===== src/common/fault_log_pkg.sv =====
// Package for the fault log image formatter: layout offsets, cause codes,
// timing constants and the telemetry carrier types.
// Assumes a single 40 MHz core clock shared by every user of the package.
package fault_log_pkg;

    // Image geometry
    localparam int LOG_BYTES = 147;
    localparam int HDR_BYTES = 27;
    localparam int REC_BYTES = 20;
    localparam int NUM_RECS = 6;
    localparam int NUM_PEAKS = 5;

    // Header byte offsets
    localparam int PREFACE_OFS = 0;
    localparam int CAUSE_OFS = 4;
    localparam int STAMP_OFS = 5;
    localparam int PEAK_OFS = 11;
    localparam int TEMP_OFS = 21;
    localparam int REC0_OFS = 27;

    // Offsets inside one event record
    localparam int REC_UNUSED_OFS = 10;
    localparam int REC_STATUS_OFS = 12;

    // Preface contents; arbitrary neutral values, not a real part code
    localparam logic [7:0] PREFACE_CHAR0 = 8'h41;
    localparam logic [7:0] PREFACE_CHAR1 = 8'h42;
    localparam logic [15:0] PREFACE_WORD = 16'h0000;

    // Cause codes, channel 0; channel 1 adds CAUSE_CH1_OFS
    localparam logic [3:0] CAUSE_START_TIMEOUT = 4'h0;
    localparam logic [3:0] CAUSE_OVERVOLT = 4'h1;
    localparam logic [3:0] CAUSE_UNDERVOLT = 4'h2;
    localparam logic [3:0] CAUSE_OVERCURR = 4'h3;
    localparam logic [3:0] CAUSE_OVERTEMP = 4'h5;
    localparam logic [3:0] CAUSE_UNDERTEMP = 4'h6;
    localparam logic [3:0] CAUSE_INPUT_OV = 4'h7;
    localparam logic [3:0] CAUSE_INT_TEMP = 4'hA;
    localparam logic [7:0] CAUSE_CH1_OFS = 8'h10;
    localparam logic [7:0] CAUSE_MANUAL = 8'hFF;

    // Timestamp tick: 200 us at a 25 ns clock
    localparam int CLK_PERIOD_NS = 25;
    localparam int TICK_NS = 200000;
    localparam int TICK_CYCLES = TICK_NS / CLK_PERIOD_NS;
    localparam int STAMP_WIDTH = 48;

    // One event record, packed in transmit order (byte 0 in the top bits)
    typedef struct packed {
        logic [15:0] vout0;
        logic [15:0] vout1;
        logic [15:0] iout0;
        logic [15:0] iout1;
        logic [15:0] vin;
        logic [15:0] unused;
        logic [7:0] statusVout0;
        logic [7:0] statusVout1;
        logic [15:0] statusWord0;
        logic [15:0] statusWord1;
        logic [7:0] statusMfr0;
        logic [7:0] statusMfr1;
    } event_rec_t;

    // One completed telemetry cycle as delivered by the monitor
    typedef struct packed {
        event_rec_t rec;
        logic [15:0] tempExt0;
        logic [15:0] tempExt1;
        logic [15:0] tempInt;
    } telem_t;

    // Fault report: manual store overrides channel and kind
    typedef struct packed {
        logic manual;
        logic channel;
        logic [3:0] kind;
    } fault_src_t;

endpackage


===== src/rtl/peak_hold.sv =====
// Running maximum of one telemetry quantity.
// Assumes samples are unsigned-comparable raw codes from the monitor.
`timescale 1ns/100ps
module peak_hold #(
    parameter int WIDTH = 16
) (
    // Clock and control
    input wire logic core_clk,
    input wire logic rst,
    input wire logic clkEn,
    input wire logic clear,
    // Sample stream
    input wire logic sampleValid,
    input wire logic [WIDTH-1:0] sample,
    // Held maximum
    output logic [WIDTH-1:0] peak
);
    logic [WIDTH-1:0] next_peak; // Next maximum

    // Refuse an empty sample width at elaboration
    if (WIDTH < 1)
    begin : g_bad_width
        $error("peak_hold needs WIDTH of at least one");
    end

    // Clear wins over a sample; otherwise keep the larger value
    always_comb
    begin
        next_peak = peak;
        if (clear)
        begin
            next_peak = '0;
        end
        else if (sampleValid && sample > peak)
        begin
            next_peak = sample;
        end
    end

    // Register only
    always_ff @(posedge core_clk)
    begin
        if (rst)
            peak <= '0;
        else if (clkEn)
            peak <= next_peak;
    end

    // Only a clear may lower the maximum
    a_peak_monotone: assert property (@(posedge core_clk)
        disable iff (rst)
        clkEn && !clear |=> peak >= $past(peak))
        else $error("peak dropped without clear");

endmodule // peak_hold


===== src/rtl/fault_log_formatter.sv =====
// Fault log formatter: keeps telemetry history and peaks, freezes them
// into one log image on a fault, and serves that image byte by byte.
// Assumes all inputs are synchronous to core_clk and single-cycle pulses.
`timescale 1ns/100ps
module fault_log_formatter #(
    parameter int TICK_LEN = fault_log_pkg::TICK_CYCLES
) (
    // Clock, reset, enable
    input wire logic core_clk,
    input wire logic rst,
    input wire logic clkEn,
    // Telemetry from the monitor
    input wire logic eventValid,
    input wire fault_log_pkg::telem_t eventData,
    // Fault trigger and commands
    input wire logic faultValid,
    input wire fault_log_pkg::fault_src_t faultSrc,
    input wire logic peakResetCmd,
    input wire logic logClearCmd,
    // Host readout
    input wire logic readStart,
    input wire logic byteReq,
    output logic countValid,
    output logic [7:0] byteCount,
    output logic byteValid,
    output logic [7:0] readByte,
    output logic logPresent
);
    import fault_log_pkg::*;

    typedef enum logic [1:0] {
        RD_IDLE = 2'b01,
        RD_SERVE = 2'b10
    } rd_state_t;

    // Pick byte k of a record, byte 0 being the top of the packed struct
    function automatic logic [7:0] recByte(event_rec_t r, int k);
        recByte = r[(REC_BYTES-1-k)*8 +: 8];
    endfunction

    // Larger of two raw codes, compared as the trackers do
    function automatic logic [15:0] wordMax(logic [15:0] a,
        logic [15:0] b);
        wordMax = (b > a) ? b : a;
    endfunction

    // Refuse a zero-length tick at elaboration
    if (TICK_LEN < 1)
    begin : g_bad_tick
        $error("TICK_LEN must be at least one cycle");
    end

    // Timestamp state
    logic [31:0] tickCnt, next_tickCnt; // Prescaler to 200 us
    logic [STAMP_WIDTH-1:0] stamp, next_stamp; // Free-running stamp
    // Capture state
    event_rec_t history [NUM_RECS]; // Newest first
    event_rec_t next_history [NUM_RECS];
    logic [15:0] lastTemps [3], next_lastTemps [3]; // Temps of last event
    logic pendingFault, next_pendingFault; // Fault seen, record open
    logic next_logPresent;
    logic [7:0] causeCode, next_causeCode;
    logic [STAMP_WIDTH-1:0] stampSnap, next_stampSnap;
    logic [15:0] peakSnap [NUM_PEAKS], next_peakSnap [NUM_PEAKS];
    // Peak trackers
    logic [15:0] peakSample [NUM_PEAKS];
    logic [15:0] peakNow [NUM_PEAKS];
    // Readout state
    rd_state_t rdState, next_rdState;
    logic [7:0] byteIdx, next_byteIdx; // Next byte to send
    logic [7:0] servedIdx, next_servedIdx; // Index of byte on readByte
    logic next_countValid, next_byteValid;
    logic [7:0] next_byteCount, next_readByte;
    logic [7:0] image [LOG_BYTES]; // Assembled log image
    logic captureOk; // History still recording

    // Peak quantities in header order
    assign peakSample[0] = eventData.rec.vout0;
    assign peakSample[1] = eventData.rec.vout1;
    assign peakSample[2] = eventData.rec.iout0;
    assign peakSample[3] = eventData.rec.iout1;
    assign peakSample[4] = eventData.rec.vin;

    // One tracker per peak; they keep running after the log freezes
    for (genvar p = 0; p < NUM_PEAKS; p++)
    begin : g_peak
        peak_hold #(.WIDTH(16)) u_peak (
            .core_clk(core_clk),
            .rst(rst),
            .clkEn(clkEn),
            .clear(peakResetCmd),
            .sampleValid(eventValid),
            .sample(peakSample[p]),
            .peak(peakNow[p])
        );
    end

    // Timestamp: one step every TICK_LEN cycles
    always_comb
    begin
        next_tickCnt = tickCnt + 32'h1;
        next_stamp = stamp;
        if (tickCnt == 32'(TICK_LEN - 1))
        begin
            next_tickCnt = 32'h0;
            next_stamp = stamp + 48'h1;
        end
    end

    always_ff @(posedge core_clk)
    begin
        if (rst)
        begin
            tickCnt <= 32'h0;
            stamp <= 48'h0;
        end
        else if (clkEn)
        begin
            tickCnt <= next_tickCnt;
            stamp <= next_stamp;
        end
    end

    // History and fault capture; a log, once complete, stays frozen
    // until cleared, so a read never sees a half-updated image
    assign captureOk = !logPresent;
    always_comb
    begin
        next_history = history;
        next_lastTemps = lastTemps;
        next_pendingFault = pendingFault;
        next_logPresent = logPresent;
        next_causeCode = causeCode;
        next_stampSnap = stampSnap;
        next_peakSnap = peakSnap;
        // Clear first, so a completion in the same cycle still wins;
        // it is ignored mid-read to keep the image whole
        if (logClearCmd && rdState == RD_IDLE && !readStart)
        begin
            next_logPresent = 1'b0;
            next_pendingFault = 1'b0;
        end
        if (faultValid && captureOk && !pendingFault)
        begin
            // Cause and stamp taken at the fault itself
            next_pendingFault = 1'b1;
            next_causeCode = faultSrc.manual ? CAUSE_MANUAL :
                {3'h0, faultSrc.channel, faultSrc.kind};
            next_stampSnap = stamp;
        end
        if (eventValid && captureOk)
        begin
            // Shift in newest, oldest falls off
            for (int r = NUM_RECS - 1; r > 0; r--)
            begin
                next_history[r] = history[r-1];
            end
            next_history[0] = eventData.rec;
            next_history[0].unused = 16'h0000;
            next_lastTemps[0] = eventData.tempExt0;
            next_lastTemps[1] = eventData.tempExt1;
            next_lastTemps[2] = eventData.tempInt;
            if (pendingFault)
            begin
                // The cycle running at the fault completes the log
                next_pendingFault = 1'b0;
                next_logPresent = 1'b1;
                // The record's own readings belong in its peaks
                for (int p = 0; p < NUM_PEAKS; p++)
                begin
                    next_peakSnap[p] = peakResetCmd ? 16'h0000 :
                        wordMax(peakNow[p], peakSample[p]);
                end
            end
        end
    end

    always_ff @(posedge core_clk)
    begin
        if (rst)
        begin
            history <= '{default: '0};
            lastTemps <= '{default: '0};
            pendingFault <= 1'b0;
            logPresent <= 1'b0;
            causeCode <= 8'h00;
            stampSnap <= 48'h0;
            peakSnap <= '{default: '0};
        end
        else if (clkEn)
        begin
            history <= next_history;
            lastTemps <= next_lastTemps;
            pendingFault <= next_pendingFault;
            logPresent <= next_logPresent;
            causeCode <= next_causeCode;
            stampSnap <= next_stampSnap;
            peakSnap <= next_peakSnap;
        end
    end

    // Image assembly from the frozen snapshot
    always_comb
    begin
        image[PREFACE_OFS] = PREFACE_CHAR0;
        image[PREFACE_OFS+1] = PREFACE_CHAR1;
        image[PREFACE_OFS+2] = PREFACE_WORD[15:8];
        image[PREFACE_OFS+3] = PREFACE_WORD[7:0];
        image[CAUSE_OFS] = causeCode;
        for (int b = 0; b < 6; b++)
        begin
            image[STAMP_OFS+b] = stampSnap[b*8 +: 8];
        end
        for (int p = 0; p < NUM_PEAKS; p++)
        begin
            image[PEAK_OFS+2*p] = peakSnap[p][15:8];
            image[PEAK_OFS+2*p+1] = peakSnap[p][7:0];
        end
        for (int t = 0; t < 3; t++)
        begin
            image[TEMP_OFS+2*t] = lastTemps[t][15:8];
            image[TEMP_OFS+2*t+1] = lastTemps[t][7:0];
        end
        for (int r = 0; r < NUM_RECS; r++)
        begin
            for (int k = 0; k < REC_BYTES; k++)
            begin
                image[REC0_OFS+REC_BYTES*r+k] =
                    recByte(history[r], k);
            end
        end
    end

    // Readout: count first, then one byte per request, ascending
    always_comb
    begin
        next_rdState = rdState;
        next_byteIdx = byteIdx;
        next_servedIdx = servedIdx;
        next_countValid = 1'b0;
        next_byteCount = byteCount;
        next_byteValid = 1'b0;
        next_readByte = readByte;
        case (rdState)
            RD_IDLE:
            begin
                if (readStart)
                begin
                    next_countValid = 1'b1;
                    next_byteCount = logPresent ? 8'(LOG_BYTES) :
                        8'h00;
                    next_byteIdx = 8'h00;
                    if (logPresent)
                        next_rdState = RD_SERVE;
                end
            end
            RD_SERVE:
            begin
                if (byteReq)
                begin
                    next_byteValid = 1'b1;
                    next_readByte = image[byteIdx];
                    next_servedIdx = byteIdx;
                    next_byteIdx = byteIdx + 8'h01;
                    if (byteIdx == 8'(LOG_BYTES - 1))
                        next_rdState = RD_IDLE;
                end
            end
            default:
                next_rdState = RD_IDLE;
        endcase
    end

    always_ff @(posedge core_clk)
    begin
        if (rst)
        begin
            rdState <= RD_IDLE;
            byteIdx <= 8'h00;
            servedIdx <= 8'h00;
            countValid <= 1'b0;
            byteCount <= 8'h00;
            byteValid <= 1'b0;
            readByte <= 8'h00;
        end
        else if (clkEn)
        begin
            rdState <= next_rdState;
            byteIdx <= next_byteIdx;
            servedIdx <= next_servedIdx;
            countValid <= next_countValid;
            byteCount <= next_byteCount;
            byteValid <= next_byteValid;
            readByte <= next_readByte;
        end
    end

    // Checks on what the block drives
    a_block_count: assert property (@(posedge core_clk)
        disable iff (rst)
        clkEn && readStart && rdState == RD_IDLE |=> countValid &&
            byteCount == ($past(logPresent) ? 8'(LOG_BYTES) : 8'h00))
        else $error("wrong block count");
    a_preface_char: assert property (@(posedge core_clk)
        disable iff (rst)
        byteValid && servedIdx == 8'h00 |-> readByte == PREFACE_CHAR0)
        else $error("preface byte wrong");
    a_cause_byte: assert property (@(posedge core_clk)
        disable iff (rst)
        byteValid && servedIdx == 8'h04 |-> readByte == causeCode)
        else $error("cause byte wrong");
    a_stamp_order: assert property (@(posedge core_clk)
        disable iff (rst)
        byteValid && servedIdx == 8'h0A |-> readByte == stampSnap[47:40])
        else $error("stamp not LSB first");
    a_peak_high: assert property (@(posedge core_clk)
        disable iff (rst)
        byteValid && servedIdx == 8'h13 |-> readByte == peakSnap[4][15:8])
        else $error("input peak byte wrong");
    a_temp_last: assert property (@(posedge core_clk)
        disable iff (rst)
        byteValid && servedIdx == 8'h19 |-> readByte == lastTemps[2][15:8])
        else $error("internal temp byte wrong");
    a_record_status: assert property (@(posedge core_clk)
        disable iff (rst)
        byteValid && servedIdx == 8'h27 |-> readByte == history[0].statusVout0)
        else $error("record status byte wrong");
    a_older_slot: assert property (@(posedge core_clk)
        disable iff (rst)
        byteValid && servedIdx == 8'h92 |-> readByte == history[5].statusMfr1)
        else $error("oldest record misplaced");
    a_ascending: assert property (@(posedge core_clk)
        disable iff (rst || !clkEn)
        clkEn && byteReq && rdState == RD_SERVE && byteIdx != 8'h00 |=>
            byteValid && servedIdx == $past(servedIdx) + 8'h01)
        else $error("bytes not ascending");
    a_frozen_log: assert property (@(posedge core_clk)
        disable iff (rst)
        rdState == RD_SERVE |=> $stable(causeCode) && $stable(stampSnap))
        else $error("image changed during read");

    c_empty_read: cover property (@(posedge core_clk)
        countValid && byteCount == 8'h00);
    c_full_read: cover property (@(posedge core_clk)
        byteValid && servedIdx == 8'h92);
    c_manual_store: cover property (@(posedge core_clk)
        logPresent && causeCode == CAUSE_MANUAL);

endmodule // fault_log_formatter


===== config.mk =====
export PLATFORM = sky130hd
export DESIGN_NAME = fault_log_formatter
export DESIGN_NICKNAME = d
export VERILOG_FILES = /design/src/common/fault_log_pkg.sv /design/src/rtl/peak_hold.sv /design/src/rtl/fault_log_formatter.sv
export SDC_FILE = /design/constraint.sdc
export NUM_CORES = 2
export LEC_CHECK = 0
export ABC_AREA = 0
export BUFFER_PORTS_ARGS = -buffer_cell sky130_fd_sc_hd__buf_2
export CORE_MARGIN = 2
export CORE_UTILIZATION = 30
export CTS_CLUSTER_DIAMETER = 60
export DETAILED_ROUTE_END_ITERATION = 10
export SLEW_MARGIN = 20
export SYNTH_ARGS = -nofsm -noshare
export SYNTH_HDL_FRONTEND = slang
export SYNTH_HIERARCHICAL = 1
export SYNTH_SLANG_ARGS = --single-unit

===== constraint.sdc =====
create_clock -name core_clk -period 6.8 [get_ports core_clk]
set_input_delay 1.36 -clock core_clk [delete_from_list [all_inputs] [get_ports core_clk]]
set_output_delay 1.36 -clock core_clk [all_outputs]
set_load 0.005 [all_outputs]

### After elaboration in Yosys (flattened, before gate mapping)

Cells that the tools add are included.

| word-level totals | value |
|---|---|
| output and inout port bits | 19 |
| input bits | 223 |
| word-level logic and storage cells | 186 |
| register bits after elaboration | 1,238 |

| operators by class | value |
|---|---|
| equality and inequality tests | 8 |
| mux-type cells | 45 |
| $add $sub $neg | 3 |
| bitwise operators | 1 |
| order comparisons | 6 |
| reduce and logical (&&, ||, !) cells | 32 |

Operators with widths:

| operator | number |
|---|---|
| 16-bit 2-to-1 mux | 20 |
| 16-bit greater-than comparator | 5 |
| 8-bit binary-select mux with 8-bit select | 1 |
| 48-bit by 1-bit adder with 48-bit output, second input constant | 1 |
| 8-bit 2-to-1 mux | 6 |
| 32-bit by 1-bit adder with 32-bit output, second input constant | 1 |
| 32-bit by 13-bit == test with 1-bit output, second input constant | 1 |
| 32-bit 2-to-1 mux | 1 |
| 8-bit one-hot mux with 2 select lines | 1 |
| 2-bit AND reduction | 8 |
| 2-bit nonzero test | 6 |
| 1-bit 2-to-1 mux | 11 |
| 1-bit logical AND | 10 |
| 9-bit greater-or-equal comparator, second input constant | 1 |
| 8-bit inverter with 9-bit output | 1 |
| 3-bit AND reduction | 3 |
| 8-bit by 1-bit adder with 8-bit output, second input constant | 1 |
| 8-bit == test, second input constant | 1 |
| 2-bit 2-to-1 mux | 4 |
| 2-bit inequality test, second input constant | 4 |
| 5-bit AND reduction | 1 |
| 2-bit one-hot mux with 2 select lines | 1 |
| 4-bit AND reduction | 1 |
| 1-bit zero test | 3 |
| 2 further kinds | 2 |

### Logic depth before layout (Yosys ltp)

| logic depth | value |
|---|---|
| depth in word-level cells | 7 |
| depth in mapped cells | 13 |
| gate-level depth less buffers | 9 |

### Modules after synthesis

Netlist, hierarchy kept.

Modules (own cells, without submodules):

| module | cells each | sequential area each (µm²) | area each (µm²) | times used |
|---|---|---|---|---|
| fault_log_formatter | 6,166 | 23,002.1 | 51,466.9 | 1 |
| peak_hold | 128 | 320.3 | 1,102.3 | 5 |

### Worst setup path after synthesis

OpenSTA, ideal clock, no wires.

| timing path | value |
|---|---|
| kind | input port to flip-flop |
| start | input eventData[171] (netlist name) |
| end | register peakSnap, in the netlist image[1045] |
| arrival | 3.191 ns |
| stages on the path | 9 |
| slack | 3.481 ns |
| required time | 6.672 ns |
| buffers on the path | 1 |
| setup time | 0.128 ns |
| path through | ha_1 -> and3_1 -> nand4_1 -> nor4_1 -> nor2_1 -> a21oi_2 -> buf_4 -> mux2i_1 -> o21ai_0 |

| between the ends | value |
|---|---|
| cells in the longest elaborated chain, start to end | 3 |

Ends and longest elaborated chain:

| item | RTL line | source |
|---|---|---|
| start, declared | fault_log_formatter.sv:14 | `input wire fault_log_pkg::telem_t eventData,` |
| 16-bit greater-than comparator | fault_log_formatter.sv:44 | `wordMax = (b > a) ? b : a;` |
| 16-bit 2-to-1 mux | fault_log_formatter.sv:44 |  |
| 16-bit 2-to-1 mux | fault_log_formatter.sv:171 | `next_peakSnap[p] = peakResetCmd ? 16'h0000 :` |
| end signal, assigned | fault_log_formatter.sv:198 | `peakSnap <= next_peakSnap;` |
| end, declared | fault_log_formatter.sv:64 | `logic [15:0] peakSnap [NUM_PEAKS], next_peakSnap [NUM_PEAKS];` |

No other way between the ends.
A chain may end at the register's enable or synchronous reset.

### Worst setup path in the final report

| timing path | value |
|---|---|
| start | input clkEn |
| end | register peakSnap, in the netlist image[1058] |

| between the ends | value |
|---|---|
| cells in the longest elaborated chain, start to end | 1 |

Ends and longest elaborated chain:

| item | RTL line | source |
|---|---|---|
| start, declared | fault_log_formatter.sv:11 | `input wire logic clkEn,` |
| 3-bit AND reduction (no line) | - |  |

No other way between the ends.

==> metrics <==
ratio of cells with drive above 1 in the final layout 11.4%; TritonCTS clock tree yes; total grt overflow 0; first-pass GRT wire length 281000 um; row cnt 159; Worst-Margin Slew 1.20 ns; Cell Area, Synth 57000 um2; synthesized flop and latch total 1229; number of synthesized flops with an enable pin 0; final worst-path cycle share 65.4%; Reg2Reg Setup Slack 2.94 ns; R2R cell count 7; Worst Path Max Fanout 64; Setup CP Type in -> reg; P_sw 3.91 mW; H-Tree Depth 4; ANT nets after route 0; CORE AREA 188000 um2; total iterations of the first detailed-routing run 5; postcts setup bufs 0; root buf cell clkbuf_16; Die Area 193000 um2; startpoint of the most critical hold path image[1027]$_SDFFE_PP0P_; final total power 15.8 mW; Most used DFF post-synth dfxtp_1; nets@finish 7107; leakage power 21.2 nW; placed cell areas 59600 um2; clock share of power 46.6%; CP Capture Point image[1058]$_SDFFE_PP0P_; Relative slew margins 20.0%; Area contributors post-synth dfxtp_1 (43%), nand2_1 (14%), a21oi_1 (9.3%); hold_buf cts 0; Chip Width 440 um; final instance area 64000 um2; Hold WC Path Type reg -> reg; sequential-to-total area share from yosys stat 43.2%; syn_area_per_cell 8.37 um2; P&R area growth vs syn 12.3%; Worst EP required 7.48 ns; # DRC 0; Final Hold Vio Count 0; WL per Instance 20.1 um; Initial Util 30.3%; largest area contributor in the netlist dfxtp_1; WHS Path Cells 2; reg-to-reg critical path startpoint logPresent$_SDFFE_PP0P_; share of the synthesized area in the top cell type 43.2%; status complete, no violations; clock skew 0.0243 ns; Final Slew Violations 0; total wire length 187000 um; # clock sinks 1229; Die H 440 um; count leader, synth nand2_1; CP Launch Type input port; largest net degree at the start of global routing 246; # setup viols final 0; cell count after placement 9081; CP Launch Point clkEn; Gate Count Post-Synth 6806; Clock transition at path regs 0.06 ns; fin cells 9321; arrival time at the worst endpoint 5.13 ns; Gate power share 6.4%; via/cell ratio 5.15; IO Count 242; part of the power in registers 47.0%; Int Power 11.9 mW; synth cell count leaders nand2_1 (2188), dfxtp_1 (1229), a21oi_1 (1057); P per Cell Area 247 nW/um2; Detailed Place HPWL 130000 um; unrepaired setup endpoints after global routing no; initial DRC count 4539; initial antenna violation count 26; GPL Wtd Cong 0.914; buffers added on ports 221; RR Endpoint image[1058]$_SDFFE_PP0P_; vias in the first global route 45.5k; Longest Clk Path Bufs 3; Filler Cell Count 19.7k; Clock Latency Late Sink 0.77 ns; # Max-Cap Violations 0; Max Clk Rate 225 MHz; Max VDD drop 0.228 mV; total CTS buffers 130; total number of vias 48.0k; CTS resizes 0; CP endpoint kind register; Tmin final 4.45 ns; total negative slack 0 ns; Sw Ratio 24.7%; Synth Warn # 6; unique cell type count in the Yosys netlist 91; Total GRT Usage 18.8%; Async S/R FF share, synth 0%
## cells in the final DEF, fill, tap and decap left out, drive strengths merged, types with 66 or more instances in the layout
master  netlist  routed
nand2      2188    2188
dfxtp      1229    1229
a21oi      1061    1061
buf         128     287
mux4        222     222
inv         201     213
mux2i       193     193
clkbuf      382     187
ha          166     166
nor2        158     158
o21ai       142     142
nand2b       96      96
a22oi        66      66
## power groups by stage
stage	Combinational, mW	Clock [mW]	Sequential (mW)
after floorplan	0.681	0	7.51
after detailed placement	0.999	0	7.58
after CTS	1.00	7.47	7.42
after global placement	0.979	0	7.58
after global routing	1.11	7.75	7.43
final	1.01	7.36	7.42
## per-layer routing
metal / global-route usage, % / up-vias / wire length, um / part of all wire (%)
met3: 3.09 / 417 / 11000 / 5.9
met2: 30.9 / 1451 / 88100 / 47
met5: 0 / - / 36 / 0.019
met4: 12.2 / 8 / 13500 / 7.2
met1: 22.7 / 23100 / 74700 / 40
li1: - / 23000 / - / -
## registers in the layout, summed over array words and instances (netlist names)
register and count:
history 864, image 128, g_peak.u_peak/peak 80, stampSnap 48
stamp 48, tickCnt 32, byteIdx 8, readByte 8
causeCode 6, rdState 2, byteCount 1, byteValid 1
countValid 1, logPresent 1, pendingFault 1
## critical path, cell delays in order
cell      delay, ns
buf_2          0.33
and2b_1        0.29
and2_4         0.71
nand2_1        0.23
or3_2          0.71
buf_4          0.37
or3_1          0.78
o221ai_1       0.30
## worst min path at each step
stage / to / slack, ns
2_1_floorplan: image[1024]$_SDFFE_PP0P_ / 0.42
3_3_place_gp: image[1025]$_SDFFE_PP0P_ / 0.43
3_5_place_dp: image[1025]$_SDFFE_PP0P_ / 0.44
4_1_cts: image[1025]$_SDFFE_PP0P_ / 0.45
5_1_grt: history[96]$_SDFFE_PP0P_ / 0.47
6_report: image[1027]$_SDFFE_PP0P_ / 0.45
## cell type report
| type | instances | area [um2] | share of cell area (%) |
|---|---|---|---|
| antenna | 7 | 17.5 | 0.0274 |
| clock inverter | 46 | 579 | 0.905 |
| multi-input combinational | 4869 | 29300 | 45.8 |
| timing repair buffer | 287 | 1770 | 2.77 |
| clock buffer | 187 | 3800 | 5.94 |
| inverter | 201 | 754 | 1.18 |
| sequential | 1229 | 24600 | 38.5 |
| tap | 2495 | 3120 | 4.88 |
## cells by family after synthesis
| kind of cell | synth area share, % |
|---|---|
| compound gates | 14.6 |
| fa+ha+maj | 3.65 |
| mux | 12.3 |
| simple gates | 19.7 |
| xor+xnor | 1.09 |
| flops | 43.2 |
| buf+inv | 5.48 |
| other cells | 0.00658 |
## per-stage QoR
stage               hold WS [ns]  utilization (%)  setup WS (ns)
finish                     0.451             34.0           2.35
global route               0.467             34.0           2.23
CTS                        0.450             34.0           2.42
detailed placement         0.437             31.7           1.61
global placement           0.428             31.7           1.62
floorplan                  0.420                -           3.48
Power figures use the tool's default switching activity.
